[src/hw/sdrba_pkg.sv]
// Constants, carrier types and contract of the SDRAM bank, row and burst block.
package sdrba_pkg;
    localparam int CLOCK_MHZ = 10;
    localparam int PRECHARGE_PERIOD_NS = 15;
    localparam logic [3:0] PRECHARGE_CYCLES =
        4'((PRECHARGE_PERIOD_NS * CLOCK_MHZ + 999) / 1000);
    localparam logic [3:0] FULL_BEATS = 4'h8;
    localparam logic [3:0] COL_TO_COL_DELAY = 4'h4;
    localparam logic [3:0] CL_MIN = 4'h5;
    localparam logic [7:0] ADDR_CTRL = 8'h00;
    localparam logic [7:0] ADDR_STATUS = 8'h04;
    localparam logic [7:0] ADDR_ERROR = 8'h08;
    localparam logic [7:0] ADDR_ROW = 8'h0C;
    localparam int CTRL_CL_LSB = 2;
    localparam int CTRL_AL_BIT = 6;
    localparam int CTRL_DLL_BIT = 7;
    localparam logic [7:0] CTRL_RESET = 8'h94;
    localparam logic [1:0] BL_FIXED8 = 2'h0;
    localparam logic [1:0] BL_OTF = 2'h1;
    localparam logic [1:0] BL_CHOP = 2'h2;
    localparam int ERR_ACT_OPEN = 0;
    localparam int ERR_ACT_TRP = 1;
    localparam int ERR_COL_IDLE = 2;
    localparam int ERR_COL_BUSY = 3;
    localparam int ERR_STROBE = 4;
    localparam int ERR_BITS = 5;
    localparam int AP_BIT = 10;
    localparam int BURST_SEL_BIT = 12;
    typedef enum logic [2:0] {
        CMD_PRE = 3'b010, CMD_ACT = 3'b011, CMD_WRITE = 3'b100, CMD_READ = 3'b101
    } sdrba_cmd_t;
    typedef enum logic [1:0] {
        ST_IDLE = 2'b00, ST_LAT = 2'b01, ST_BURST = 2'b10
    } sdrba_state_t;
    typedef struct packed {
        logic cs_n;
        logic ras_n;
        logic cas_n;
        logic we_n;
        logic [2:0] bank_select_inputs;
        logic [15:0] row_address_inputs;
    } sdrba_pins_t;
    typedef struct packed {
        logic act;
        logic pre;
        logic pre_all;
        logic [2:0] bank;
        logic [15:0] row;
        logic ap;
        logic [2:0] ap_bank;
    } sdrba_bank_req_t;
endpackage : sdrba_pkg

[src/hw/sdrba_device.sv]
// Device-side bank, row and burst access logic with a Wishbone register slave.
//
// The Wishbone interface to the registers and the register addresses are this design's own decisions.
`timescale 1ns/1ns
`default_nettype none
module sdrba_device (
    input wire logic clock,
    input wire logic reset,
    input wire logic wb_cyc_i,
    input wire logic wb_stb_i,
    input wire logic wb_we_i,
    input wire logic [7:0] wb_adr_i,
    input wire logic [3:0] wb_sel_i,
    input wire logic [31:0] wb_dat_i,
    output logic [31:0] wb_dat_o,
    output logic wb_ack_o,
    input wire sdrba_pkg::sdrba_pins_t cmd_pins,
    input wire logic [15:0] dq_in,
    input wire logic dqs_in,
    output logic [15:0] dq_out,
    output logic dq_oe_n,
    output logic dqs_out,
    output logic dqs_oe_n
);
    function automatic logic is_cmd(input sdrba_pkg::sdrba_pins_t p,
                                    input sdrba_pkg::sdrba_cmd_t c);
        is_cmd = !p.cs_n && ({p.ras_n, p.cas_n, p.we_n} == c);
    endfunction : is_cmd

    function automatic logic [6:0] burst_idx(input logic [2:0] bank, input logic row0,
            input logic [2:0] col, input logic [3:0] beat, input logic chop);
        logic [2:0] c;
        // A chopped burst wraps inside its own half of the eight-word block.
        c = chop ? {col[2], col[1:0] + beat[1:0]} : col + beat[2:0];
        burst_idx = {bank, row0, c};
    endfunction : burst_idx

    sdrba_pkg::sdrba_pins_t pins_m, pins_s;
    logic [15:0] dq_m, dq_s;
    logic dqs_m, dqs_s;

    // Pins are asynchronous to this clock, so every one passes two flip-flops.
    always_ff @(posedge clock) begin
        if (reset) begin
            pins_m <= '1;
            pins_s <= '1;
            dq_m <= 16'h0000;
            dq_s <= 16'h0000;
            dqs_m <= 1'b0;
            dqs_s <= 1'b0;
        end else begin
            pins_m <= cmd_pins;
            pins_s <= pins_m;
            dq_m <= dq_in;
            dq_s <= dq_m;
            dqs_m <= dqs_in;
            dqs_s <= dqs_m;
        end
    end

    logic act_cmd, pre_cmd, rd_cmd, wr_cmd, col_cmd;
    logic [2:0] cmd_bank;
    logic [15:0] cmd_addr;
    assign act_cmd = is_cmd(pins_s, sdrba_pkg::CMD_ACT);
    assign pre_cmd = is_cmd(pins_s, sdrba_pkg::CMD_PRE);
    assign rd_cmd = is_cmd(pins_s, sdrba_pkg::CMD_READ);
    assign wr_cmd = is_cmd(pins_s, sdrba_pkg::CMD_WRITE);
    assign col_cmd = rd_cmd || wr_cmd;
    assign cmd_bank = pins_s.bank_select_inputs;
    assign cmd_addr = pins_s.row_address_inputs;

    logic [7:0] ctrl;
    logic [sdrba_pkg::ERR_BITS-1:0] err, err_set, err_clr;
    logic [3:0] cl;
    logic [4:0] rl;
    logic bl_otf, cmd_chop;
    assign cl = (ctrl[sdrba_pkg::CTRL_CL_LSB +: 4] < sdrba_pkg::CL_MIN) ?
        sdrba_pkg::CL_MIN : ctrl[sdrba_pkg::CTRL_CL_LSB +: 4];
    assign rl = {1'b0, cl} + (ctrl[sdrba_pkg::CTRL_AL_BIT] ? {1'b0, cl} - 5'h01 : 5'h00);
    assign bl_otf = ctrl[1:0] == sdrba_pkg::BL_FIXED8 || ctrl[1:0] == sdrba_pkg::BL_OTF;
    assign cmd_chop = bl_otf ? !cmd_addr[sdrba_pkg::BURST_SEL_BIT] :
        ctrl[1:0] == sdrba_pkg::BL_CHOP;

    sdrba_pkg::sdrba_state_t state;
    logic [4:0] lat_cnt;
    logic [3:0] beat, beats;
    logic is_write, cur_ap;
    logic [2:0] cur_bank, cur_col;
    logic [15:0] cur_row, sel_row;
    logic [7:0] open_banks, busy_banks;
    logic col_go, last_beat, ap_go, strobe_bad, in_burst;
    logic [6:0] store_idx;
    logic [15:0] rd_data;
    sdrba_pkg::sdrba_bank_req_t bank_req;

    // only open banks start a burst
    assign col_go = col_cmd && state == sdrba_pkg::ST_IDLE && open_banks[cmd_bank];
    assign in_burst = state == sdrba_pkg::ST_BURST;
    assign last_beat = in_burst && beat == beats - 4'h1;
    assign ap_go = last_beat && cur_ap;
    // strobe expected high on even beats
    assign strobe_bad = in_burst && is_write && (dqs_s == beat[0]);
    assign store_idx = burst_idx(cur_bank, cur_row[0], cur_col, beat,
        beats == sdrba_pkg::COL_TO_COL_DELAY);

    always_comb begin
        bank_req.act = act_cmd;
        bank_req.pre = pre_cmd;
        bank_req.pre_all = cmd_addr[sdrba_pkg::AP_BIT];
        bank_req.bank = cmd_bank;
        bank_req.row = cmd_addr;
        bank_req.ap = ap_go;
        bank_req.ap_bank = cur_bank;
    end

    sdrba_bank_tracker u_banks (
        .clock(clock),
        .reset(reset),
        .req(bank_req),
        .sel_bank(cmd_bank),
        .sel_row(sel_row),
        .open_banks(open_banks),
        .busy_banks(busy_banks)
    );

    // bad data lands only at the addressed word
    sdrba_burst_store u_store (
        .clock(clock),
        .wr_en(in_burst && is_write),
        .idx(store_idx),
        .wr_data(dq_s),
        .rd_data(rd_data)
    );

    always_ff @(posedge clock) begin
        if (reset) begin
            state <= sdrba_pkg::ST_IDLE;
            lat_cnt <= 5'h00;
            beat <= 4'h0;
            beats <= sdrba_pkg::FULL_BEATS;
            is_write <= 1'b0;
            cur_ap <= 1'b0;
            cur_bank <= 3'h0;
            cur_col <= 3'h0;
            cur_row <= 16'h0000;
        end else begin
            case (state)
                sdrba_pkg::ST_IDLE: begin
                    if (col_go) begin
                        cur_col <= cmd_addr[2:0];
                        cur_bank <= cmd_bank;
                        cur_row <= sel_row;
                        cur_ap <= cmd_addr[sdrba_pkg::AP_BIT];
                        is_write <= wr_cmd;
                        beats <= cmd_chop ? sdrba_pkg::COL_TO_COL_DELAY : sdrba_pkg::FULL_BEATS;
                        lat_cnt <= rl - 5'h03;
                        beat <= 4'h0;
                        state <= sdrba_pkg::ST_LAT;
                    end
                end
                sdrba_pkg::ST_LAT: begin
                    if (lat_cnt == 5'h00) begin
                        state <= sdrba_pkg::ST_BURST;
                    end else begin
                        lat_cnt <= lat_cnt - 5'h01;
                    end
                end
                sdrba_pkg::ST_BURST: begin
                    // a burst always ends on its count, strobe or not
                    if (last_beat) begin
                        state <= sdrba_pkg::ST_IDLE;
                        beat <= 4'h0;
                    end else begin
                        beat <= beat + 4'h1;
                    end
                end
                default: state <= sdrba_pkg::ST_IDLE;
            endcase
        end
    end

    always_ff @(posedge clock) begin
        if (reset) begin
            dq_out <= 16'h0000;
            dq_oe_n <= 1'b1;
            dqs_out <= 1'b0;
            dqs_oe_n <= 1'b1;
        end else begin
            dq_oe_n <= !(in_burst && !is_write);
            dq_out <= (in_burst && !is_write) ? rd_data : 16'h0000;
            dqs_oe_n <= !(in_burst && !is_write && ctrl[sdrba_pkg::CTRL_DLL_BIT]);
            dqs_out <= in_burst && !is_write && !beat[0];
        end
    end

    always_comb begin
        err_set = '0;
        err_set[sdrba_pkg::ERR_ACT_OPEN] = act_cmd && open_banks[cmd_bank];
        err_set[sdrba_pkg::ERR_ACT_TRP] = act_cmd && busy_banks[cmd_bank];
        err_set[sdrba_pkg::ERR_COL_IDLE] = col_cmd && !open_banks[cmd_bank];
        err_set[sdrba_pkg::ERR_COL_BUSY] = col_cmd && state != sdrba_pkg::ST_IDLE;
        err_set[sdrba_pkg::ERR_STROBE] = strobe_bad;
    end

    logic wb_req, wb_wr;
    assign wb_req = wb_cyc_i && wb_stb_i;
    // Writes land at the edge where the master sees ack high.
    assign wb_wr = wb_req && wb_we_i && wb_ack_o && wb_sel_i[0];
    assign err_clr = (wb_wr && wb_adr_i == sdrba_pkg::ADDR_ERROR) ?
        wb_dat_i[sdrba_pkg::ERR_BITS-1:0] : '0;

    always_ff @(posedge clock) begin
        if (reset) begin
            wb_ack_o <= 1'b0;
        end else begin
            wb_ack_o <= wb_req && !wb_ack_o;
        end
    end

    always_ff @(posedge clock) begin
        if (reset) begin
            wb_dat_o <= 32'h0000_0000;
        end else if (wb_req && !wb_ack_o) begin
            case (wb_adr_i)
                sdrba_pkg::ADDR_CTRL: wb_dat_o <= {24'h000000, ctrl};
                sdrba_pkg::ADDR_STATUS: wb_dat_o <= {14'h0000, is_write,
                    state != sdrba_pkg::ST_IDLE, busy_banks, open_banks};
                sdrba_pkg::ADDR_ERROR: wb_dat_o <= {27'h0000000, err};
                sdrba_pkg::ADDR_ROW: wb_dat_o <= {16'h0000, cur_row};
                default: wb_dat_o <= 32'h0000_0000;
            endcase
        end
    end

    always_ff @(posedge clock) begin
        if (reset) begin
            ctrl <= sdrba_pkg::CTRL_RESET;
        end else if (wb_wr && wb_adr_i == sdrba_pkg::ADDR_CTRL) begin
            ctrl <= wb_dat_i[7:0];
        end
    end

    // A new event wins over a software clear in the same cycle.
    always_ff @(posedge clock) begin
        if (reset) begin
            err <= '0;
        end else begin
            err <= (err & ~err_clr) | err_set;
        end
    end

    logic [5:0] since_rd;
    logic [4:0] rd_rl;
    always_ff @(posedge clock) begin
        if (reset) begin
            since_rd <= 6'h00;
            rd_rl <= 5'h00;
        end else if (col_go && rd_cmd) begin
            since_rd <= 6'h01;
            rd_rl <= rl;
        end else if (since_rd != 6'h3F) begin
            since_rd <= since_rd + 6'h01;
        end
    end
endmodule : sdrba_device
`default_nettype wire

[src/hw/sdrba_bank_tracker.sv]
// Per-bank open row and precharge period tracking.
`timescale 1ns/1ns
`default_nettype none
module sdrba_bank_tracker (
    input wire logic clock,
    input wire logic reset,
    input wire sdrba_pkg::sdrba_bank_req_t req,
    input wire logic [2:0] sel_bank,
    output logic [15:0] sel_row,
    output logic [7:0] open_banks,
    output logic [7:0] busy_banks
);
    logic open_q [8];
    logic [15:0] row_q [8];
    logic [3:0] tmr_q [8];

    assign sel_row = row_q[sel_bank];

    for (genvar b = 0; b < 8; b++) begin : g_bank
        logic pre_hit;
        assign pre_hit = (req.pre && (req.pre_all || req.bank == 3'(b)))
            || (req.ap && req.ap_bank == 3'(b));
        assign open_banks[b] = open_q[b];
        assign busy_banks[b] = tmr_q[b] != 4'h0;
        always_ff @(posedge clock) begin
            if (reset) begin
                open_q[b] <= 1'b0;
                row_q[b] <= 16'h0000;
                tmr_q[b] <= 4'h0;
            end else if (pre_hit) begin
                open_q[b] <= 1'b0;
                tmr_q[b] <= sdrba_pkg::PRECHARGE_CYCLES;
            end else begin
                if (tmr_q[b] != 4'h0) begin
                    tmr_q[b] <= tmr_q[b] - 4'h1;
                end
                if (req.act && req.bank == 3'(b) && !open_q[b] && tmr_q[b] == 4'h0) begin
                    open_q[b] <= 1'b1;
                    row_q[b] <= req.row;
                end
            end
        end
    end
endmodule : sdrba_bank_tracker
`default_nettype wire

[src/hw/sdrba_burst_store.sv]
// Flip-flop storage for burst data words.
`timescale 1ns/1ns
`default_nettype none
module sdrba_burst_store (
    input wire logic clock,
    input wire logic wr_en,
    input wire logic [6:0] idx,
    input wire logic [15:0] wr_data,
    output logic [15:0] rd_data
);
    // No reset: like the array it stands for, contents are undefined until written.
    logic [15:0] mem [128];

    assign rd_data = mem[idx];

    always_ff @(posedge clock) begin
        if (wr_en) begin
            mem[idx] <= wr_data;
        end
    end
endmodule : sdrba_burst_store
`default_nettype wire

[config.mk]
export PLATFORM = sky130hd
export DESIGN_NAME = sdrba_device
export DESIGN_NICKNAME = d
export VERILOG_FILES = /design/src/hw/sdrba_pkg.sv /design/src/hw/sdrba_device.sv /design/src/hw/sdrba_bank_tracker.sv /design/src/hw/sdrba_burst_store.sv
export SDC_FILE = /design/constraint.sdc
export NUM_CORES = 2
export LEC_CHECK = 0
export CAP_MARGIN = 10
export CELL_PAD_IN_SITES_DETAIL_PLACEMENT = 1
export CELL_PAD_IN_SITES_GLOBAL_PLACEMENT = 1
export CORE_MARGIN = 8
export CORE_UTILIZATION = 58
export CTS_BUF_LIST = sky130_fd_sc_hd__clkbuf_4
export CTS_CLUSTER_SIZE = 28
export DETAILED_ROUTE_END_ITERATION = 7
export DONT_BUFFER_PORTS = 1
export PLACE_DENSITY_LB_ADDON = 0.1
export SLEW_MARGIN = 15
export SYNTH_ARGS = -nofsm -noshare
export SYNTH_HDL_FRONTEND = slang
export SYNTH_SLANG_ARGS = --single-unit
[constraint.sdc]
create_clock -name clock -period 4.95 [get_ports clock]
set_clock_uncertainty 0.15 [all_clocks]
set_input_delay 0.2475 -clock clock [delete_from_list [all_inputs] [get_ports clock]]
set_output_delay 0.2475 -clock clock [all_outputs]
set_load 0.005 [all_outputs]
# Word-level counts from Yosys, hierarchy flattened
# Memories as Yosys holds them, arrays and structs flattened. A register that Yosys moved wholly into a read port is not among the register bits.
# Cells that the tools add are included.
totals:
  memories: 4
  inputBits: 89
  elab_cells: 410
  register_bits: 152
  mem_bits_rw: 2216
memory_table:
  columns: ["name", "depth", "word_bits", "read_ports", "rd_ports_with_merged_regs", "wr", "line_no", "source"]
  rows:
  - ["u_store.mem", 128, 16, 1, 1, 1, "sdrba_burst_store.sv:12", "logic [15:0] mem [128];"]
  - ["u_banks.row_q", 8, 16, 1, 1, 8, "sdrba_bank_tracker.sv:14", "logic [15:0] row_q [8];"]
  - ["u_banks.tmr_q", 8, 4, 8, 0, 8, "sdrba_bank_tracker.sv:15", "logic [3:0] tmr_q [8];"]
  - ["u_banks.open_q", 8, 1, 8, 0, 8, "sdrba_bank_tracker.sv:13", "logic open_q [8];"]
op_classes:
  n_eq_ne: 32
  n_lt_le_gt_ge: 2
  n_bitwise: 44
  reduce_logical: 128
  muxes: 153
  addsub: 16
ops:
  columns: ["operator", "n"]
  rows:
  - ["$mux 16", 8]
  - ["$mux 1", 111]
  - ["$mux 4", 20]
  - ["$pmux 18 s4", 1]
  - ["$logic_and 1x1->1", 64]
  - ["$or 1x1->1", 40]
  - ["$sub 4x1->4 const B", 9]
  - ["$logic_not 4->1", 8]
  - ["$reduce_bool 4->1", 8]
  - ["$eq 3x3->1 const B", 10]
  - ["$mux 5", 4]
  - ["$eq 3x2->1 const B", 6]
  - ["$logic_or 1x1->1", 18]
  - ["$eq 8x4->1 const B", 2]
  - ["$logic_not 1->1", 16]
  - ["$pmux 5 s2", 1]
  - ["$eq 8x3->1 const B", 1]
  - ["$logic_not 8->1", 1]
  - ["$ne 2x2->1 const B", 4]
  - ["$pmux 4 s2", 1]
  - ["$bmux 1 s3", 2]
  - ["$eq 3x1->1 const B", 2]
  - ["$logic_not 3->1", 2]
  - ["$mux 2", 3]
  - ["26 further kinds", 33]

# Longest topological paths before layout
logic_depth:
  word_depth: 11
  ltp_mapped: 14
  ltp_nobuf: 11

# Modules after synthesis
# A second synthesis with hierarchy kept.
unflattened:
  hier_cells: 5825
  area_unflattened_um2: 93338.3
by_module_without_submodules:
  columns: ["module", "cells_each", "area_each_um2", "n_inst"]
  rows:
  - ["sdrba_burst_store", 4607, 78541.6, 1]
  - ["sdrba_bank_tracker", 619, 8538.2, 1]
  - ["sdrba_device", 599, 6258.5, 1]

# Least setup slack after synthesis
# Ideal clock, no wire load.
synth_path:
  path_type: "flip-flop to flip-flop"
  start: "register beat[0]"
  end: "memory u_store.mem[116][0], enable pin"
  arrival_time_ps: 3259
  path_buffers: 5
  path_slack_ps: 1152
  setup_ps: 389
  path_stages_with_launch: 12
  cell_sequence: "dfxtp_1 -> ha_1 -> inv_1 -> fa_1 -> buf_2 -> buf_2 -> clkbuf_1 -> clkbuf_1 -> nor2b_1 -> nand2_1 -> clkbuf_1 -> nor2_1"
synth_via:
  elab_chain_len: 2
synth_rtl:
  columns: ["element", "line_no", "source"]
  rows:
  - ["start: declaration", "sdrba_device.sv:86", "logic [3:0] beat, beats;"]
  - ["start signal: assignment", "sdrba_device.sv:174", "beat <= beat + 4'h1;"]
  - ["$add 3x3->3 / $add 2x2->2 (equally long branches)", "sdrba_device.sv:34", "c = chop ? {col[2], col[1:0] + beat[1:0]} : col + beat[2:0];"]
  - ["$mux 3 *", "sdrba_device.sv:34", null]
  - ["end: declaration", "sdrba_burst_store.sv:12", null]
# Every way passes the cells marked *; elsewhere a longest branch is shown, timed or not.

# Final worst setup path
layout_path:
  start: "register beat[0]"
  end: "register dq_out[2] (read register of u_store.mem)"
layout_via:
  elab_chain_len: 2
layout_rtl:
  columns: ["element", "line_no", "source"]
  rows:
  - ["$add 3x3->3 / $add 2x2->2 (equally long branches)", "sdrba_device.sv:34", null]
  - ["$mux 3 *", "sdrba_device.sv:34", null]
  - ["end: declaration", "sdrba_device.sv:20", "output logic [15:0] dq_out,"]
# Marked as above.
# A chain may end at the register's enable or synchronous reset.

==> flow_summary_export.csv <==
group,metric,value,unit
clocking,tritoncts,"yes",
power,leakage,35.4,nW
power,power_density,380,nW/um2
yosys,synthFlopType,"edfxtp_1",
floorplanning,dieArea,172000,um2
worst_hold_path,whs_endpoint,"err[1]",
worst_hold_path,hold_path_class,"primary input to flop",
clocking,cts.clk_slew.worst_paths,0.07,ns
sta,relSlewSlack,18.1,%
yosys,yosys_warnings,0,
global_routing,grt_first_pass_wirelength,369000,um
layout,final_layout_size_suffix_gt1_share,32.4,%
clocking,clock_sinks,2384,
global_routing,track_usage,29.3,%
layout,syn2layout_area_growth,14.6,%
clocking,cts_max_level,6,
critical_path,timing.rr.end,"dq_out[2]",
clocking,post_cts_resized,0,
sta,fin_crit_sh,87.7,%
yosys,synth_cells,4692,
clocking,cts_buffers,611,
routing,drtAntennaViolNets,0,
floorplanning,die_y,415,um
critical_path,cp-start-kind,"flop",
routing,vias_per_cell,6.34,
yosys,yosysSeqAreaShare,75.7,%
layout,fillers,13200,
global_routing,grt_pass1_vias,53800,
floorplanning,rows,146,
floorplanning,pin_count,141,
worst_hold_path,hold_depth,5,
critical_path,cp.arrival,5.42,ns
routing,num_vias,50800,
clocking,cts-root-buf,"clkbuf_4",
critical_path,reg2reg_depth,11,
outcome,status,"complete, no violations",
critical_path,rrSetupSlack,0.61,ns
worst_hold_path,hp-start,"wb_dat_i[1]",
placement,place.port_buffers,0,
yosys,synth_edf_count,2216,
floorplanning,core,158000,um2
global_routing,antenna_found_initial,7,
power,power.total,0.0402,W
clocking,cts_setup_buffers,0,
yosys,syn_avg_cell_area,19.7,um2
yosys,ys_types,55,
routing,drt_pre_antenna_iters,6,
sta,drv_slew,0,
yosys,synth_area,92300,um2
sta,rsz0062_at_grt,"no",
power,vdd_ir_drop_max,0.351,mV
layout,nets,5610,
sta,min_period,4.34,ns
routing,drc_errors,0,
floorplanning,die_w,415,um
floorplanning,start_util,58.4,%
yosys,ys_async_sr_fraction,0,%
yosys,ys_seq_elements,2384,
routing,drtIter0Drc,5411,
critical_path,crit_type,"flop to flop",
sta,hold_violations,0,
sta,finalSetupTns,0,ns
routing,wl_per_cell,31.8,um
critical_path,crit_path_end_kind,"flop",
placement,place_hpwl,146000,um
global_routing,grt_max_degree,94,
placement,gp_congestion,0.810,
critical_path,rr_startpoint,"beat[0]",
clocking,cts_buffer_depth,4,
routing,totalWireLength,255000,um
critical_path,cp_max_fo,24,
sta,setup_violations,0,
sta,worst_pin_slew,1.22,ns
clocking,clock_latency,1.35,ns
job,cap_violations,0,
critical_path,required,6.03,ns
global_routing,gr-total-overflow,0,
sta,fmax,230,MHz
## report_power, final
part | internal, W | total (W) | switching, W | leakage, nW
clock | 0.00864 | 0.0166 | 0.00797 | 4.52
sequential | 0.0221 | 0.0224 | 0.000265 | 21.9
combinational | 0.000496 | 0.00123 | 0.000729 | 8.98
total | 0.0313 | 0.0402 | 0.00896 | 35.4
## registers in the layout, summed over array words and instances (netlist names), 2 cells and up
register        flops
wb_dat_o           18
ctrl                8
cur_bank            3
u_banks.tmr_q      32
dq_out             16
beats               2
dq_s               16
u_banks.open_q      8
cmd_addr           16
beat                4
dq_m               16
u_store.mem      2048
err                 5
lat_cnt             5
pins_s              4
u_banks.row_q     128
state               2
cur_row            16
pins_m             23
cur_col             3
cmd_bank            3
## stage by stage
step	instance area [um2]	hold slack [ns]	std cells	utilization (%)	worst slack [ns]
2_1_floorplan	92400	0.201	4705	-	1.15
6_report	106000	0.154	8017	66.9	0.609
5_1_grt	106000	0.109	8013	66.9	0.470
3_3_place_gp	96400	0.188	6777	61.0	0.595
4_1_cts	106000	0.0185	8004	66.9	0.545
3_5_place_dp	96400	0.190	6777	61.0	0.563
## routing by layer
| layer | up-vias | track usage, % | part of all wire, % |
|---|---|---|---|
| li1 | 20900 | - | - |
| met1 | 26800 | 39.4 | 39 |
| met2 | 2621 | 47.2 | 49 |
| met3 | 523 | 5.92 | 7.9 |
| met4 | 0 | 12.5 | 4.2 |
| met5 | - | 0 | 0 |
## final cells by class
cell class | instances | area, um2 | share of cell area, %
flip-flops and latches | 2384 | 70000 | 66.1
inverters | 31 | 116 | 0.110
well taps | 2072 | 2590 | 2.45
multi-input cells | 2003 | 21300 | 20.1
clock buffers | 912 | 6850 | 6.47
clock inverters | 129 | 636 | 0.601
diodes | 14 | 35.0 | 0.0331
repair buffers | 472 | 4380 | 4.14
## how the worst max path moves through the flow
stage	from	to	slack, ns	cells after the start
after global placement	beat[0]	dq_out[12]	0.59	10
after CTS	beat[0]	dq_out[12]	0.54	10
after floorplan	beat[0]	u_store.mem[116][0]	1.15	11
final	beat[0]	dq_out[2]	0.61	11
after detailed placement	beat[0]	dq_out[12]	0.56	10
after global routing	beat[0]	dq_out[2]	0.47	11
## Yosys cell counts (49+ instances only)
| cell type | number | share of area, % |
|---|---|---|
| nand3_1 | 61 | 0.33 |
| a31oi_1 | 50 | 0.34 |
| mux4_2 | 577 | 14 |
| nor3_1 | 65 | 0.35 |
| and2_1 | 117 | 0.79 |
| a211oi_1 | 69 | 0.56 |
| and3_1 | 70 | 0.47 |
| or2_2 | 49 | 0.33 |
| edfxtp_1 | 2216 | 72 |
| nor2b_1 | 50 | 0.34 |
| buf_2 | 77 | 0.42 |
| nor2_1 | 252 | 1.0 |
| dfxtp_1 | 168 | 3.6 |
| clkbuf_1 | 173 | 0.70 |
| nand2_1 | 304 | 1.2 |
## kinds of logic after synthesis
logic type | after synthesis | share of synthesized area, %
simple gates | 1038 | 5.42
buf+inv | 318 | 1.48
mux | 633 | 14.8
fa+ha+maj | 18 | 0.260
other cells | 1 | 0.00406
compound gates | 278 | 2.10
xor+xnor | 22 | 0.209
flops | 2384 | 75.7
## worst max-delay path, cell delays in order, from the launching register on
cell and delay, ns:
dfxtp_1 0.58, ha_4 0.19, inv_1 0.04, fa_4 0.89, buf_12 0.24, buf_12 0.23
buf_4 0.27, mux4_2 0.25, mux2i_1 0.18, a32oi_1 0.61, nand4_1 0.38, nand3_1 0.15
## placed cells by master (no fill, tap or decap), types with 27 or more instances in the layout
cell type	synthesis	routed
a211oi_1	69	69
a31oi_1	50	50
and2_1	117	117
and3_1	70	69
buf_12	0	27
buf_4	14	261
clkbuf_4	0	912
clkinv_1	0	98
dfxtp_1	168	148
dlygate4sd3_1	0	182
edfxtp_1	2216	2216
inv_1	31	31
mux2i_1	47	47
mux4_2	577	577
nand2_1	304	303
nand3_1	61	61
nor2_1	252	239
nor2b_1	50	49
nor3_1	65	63
o211ai_1	32	32
o21ai_0	33	33
or2_2	49	49
## timing repair
action | in CTS | in global routing
endpoints found under the setup margin | 0 | 2
endpoints found under the hold margin | 504 | 0
hold buffers | 186 | 0
(Power assumes the default switching activity.)
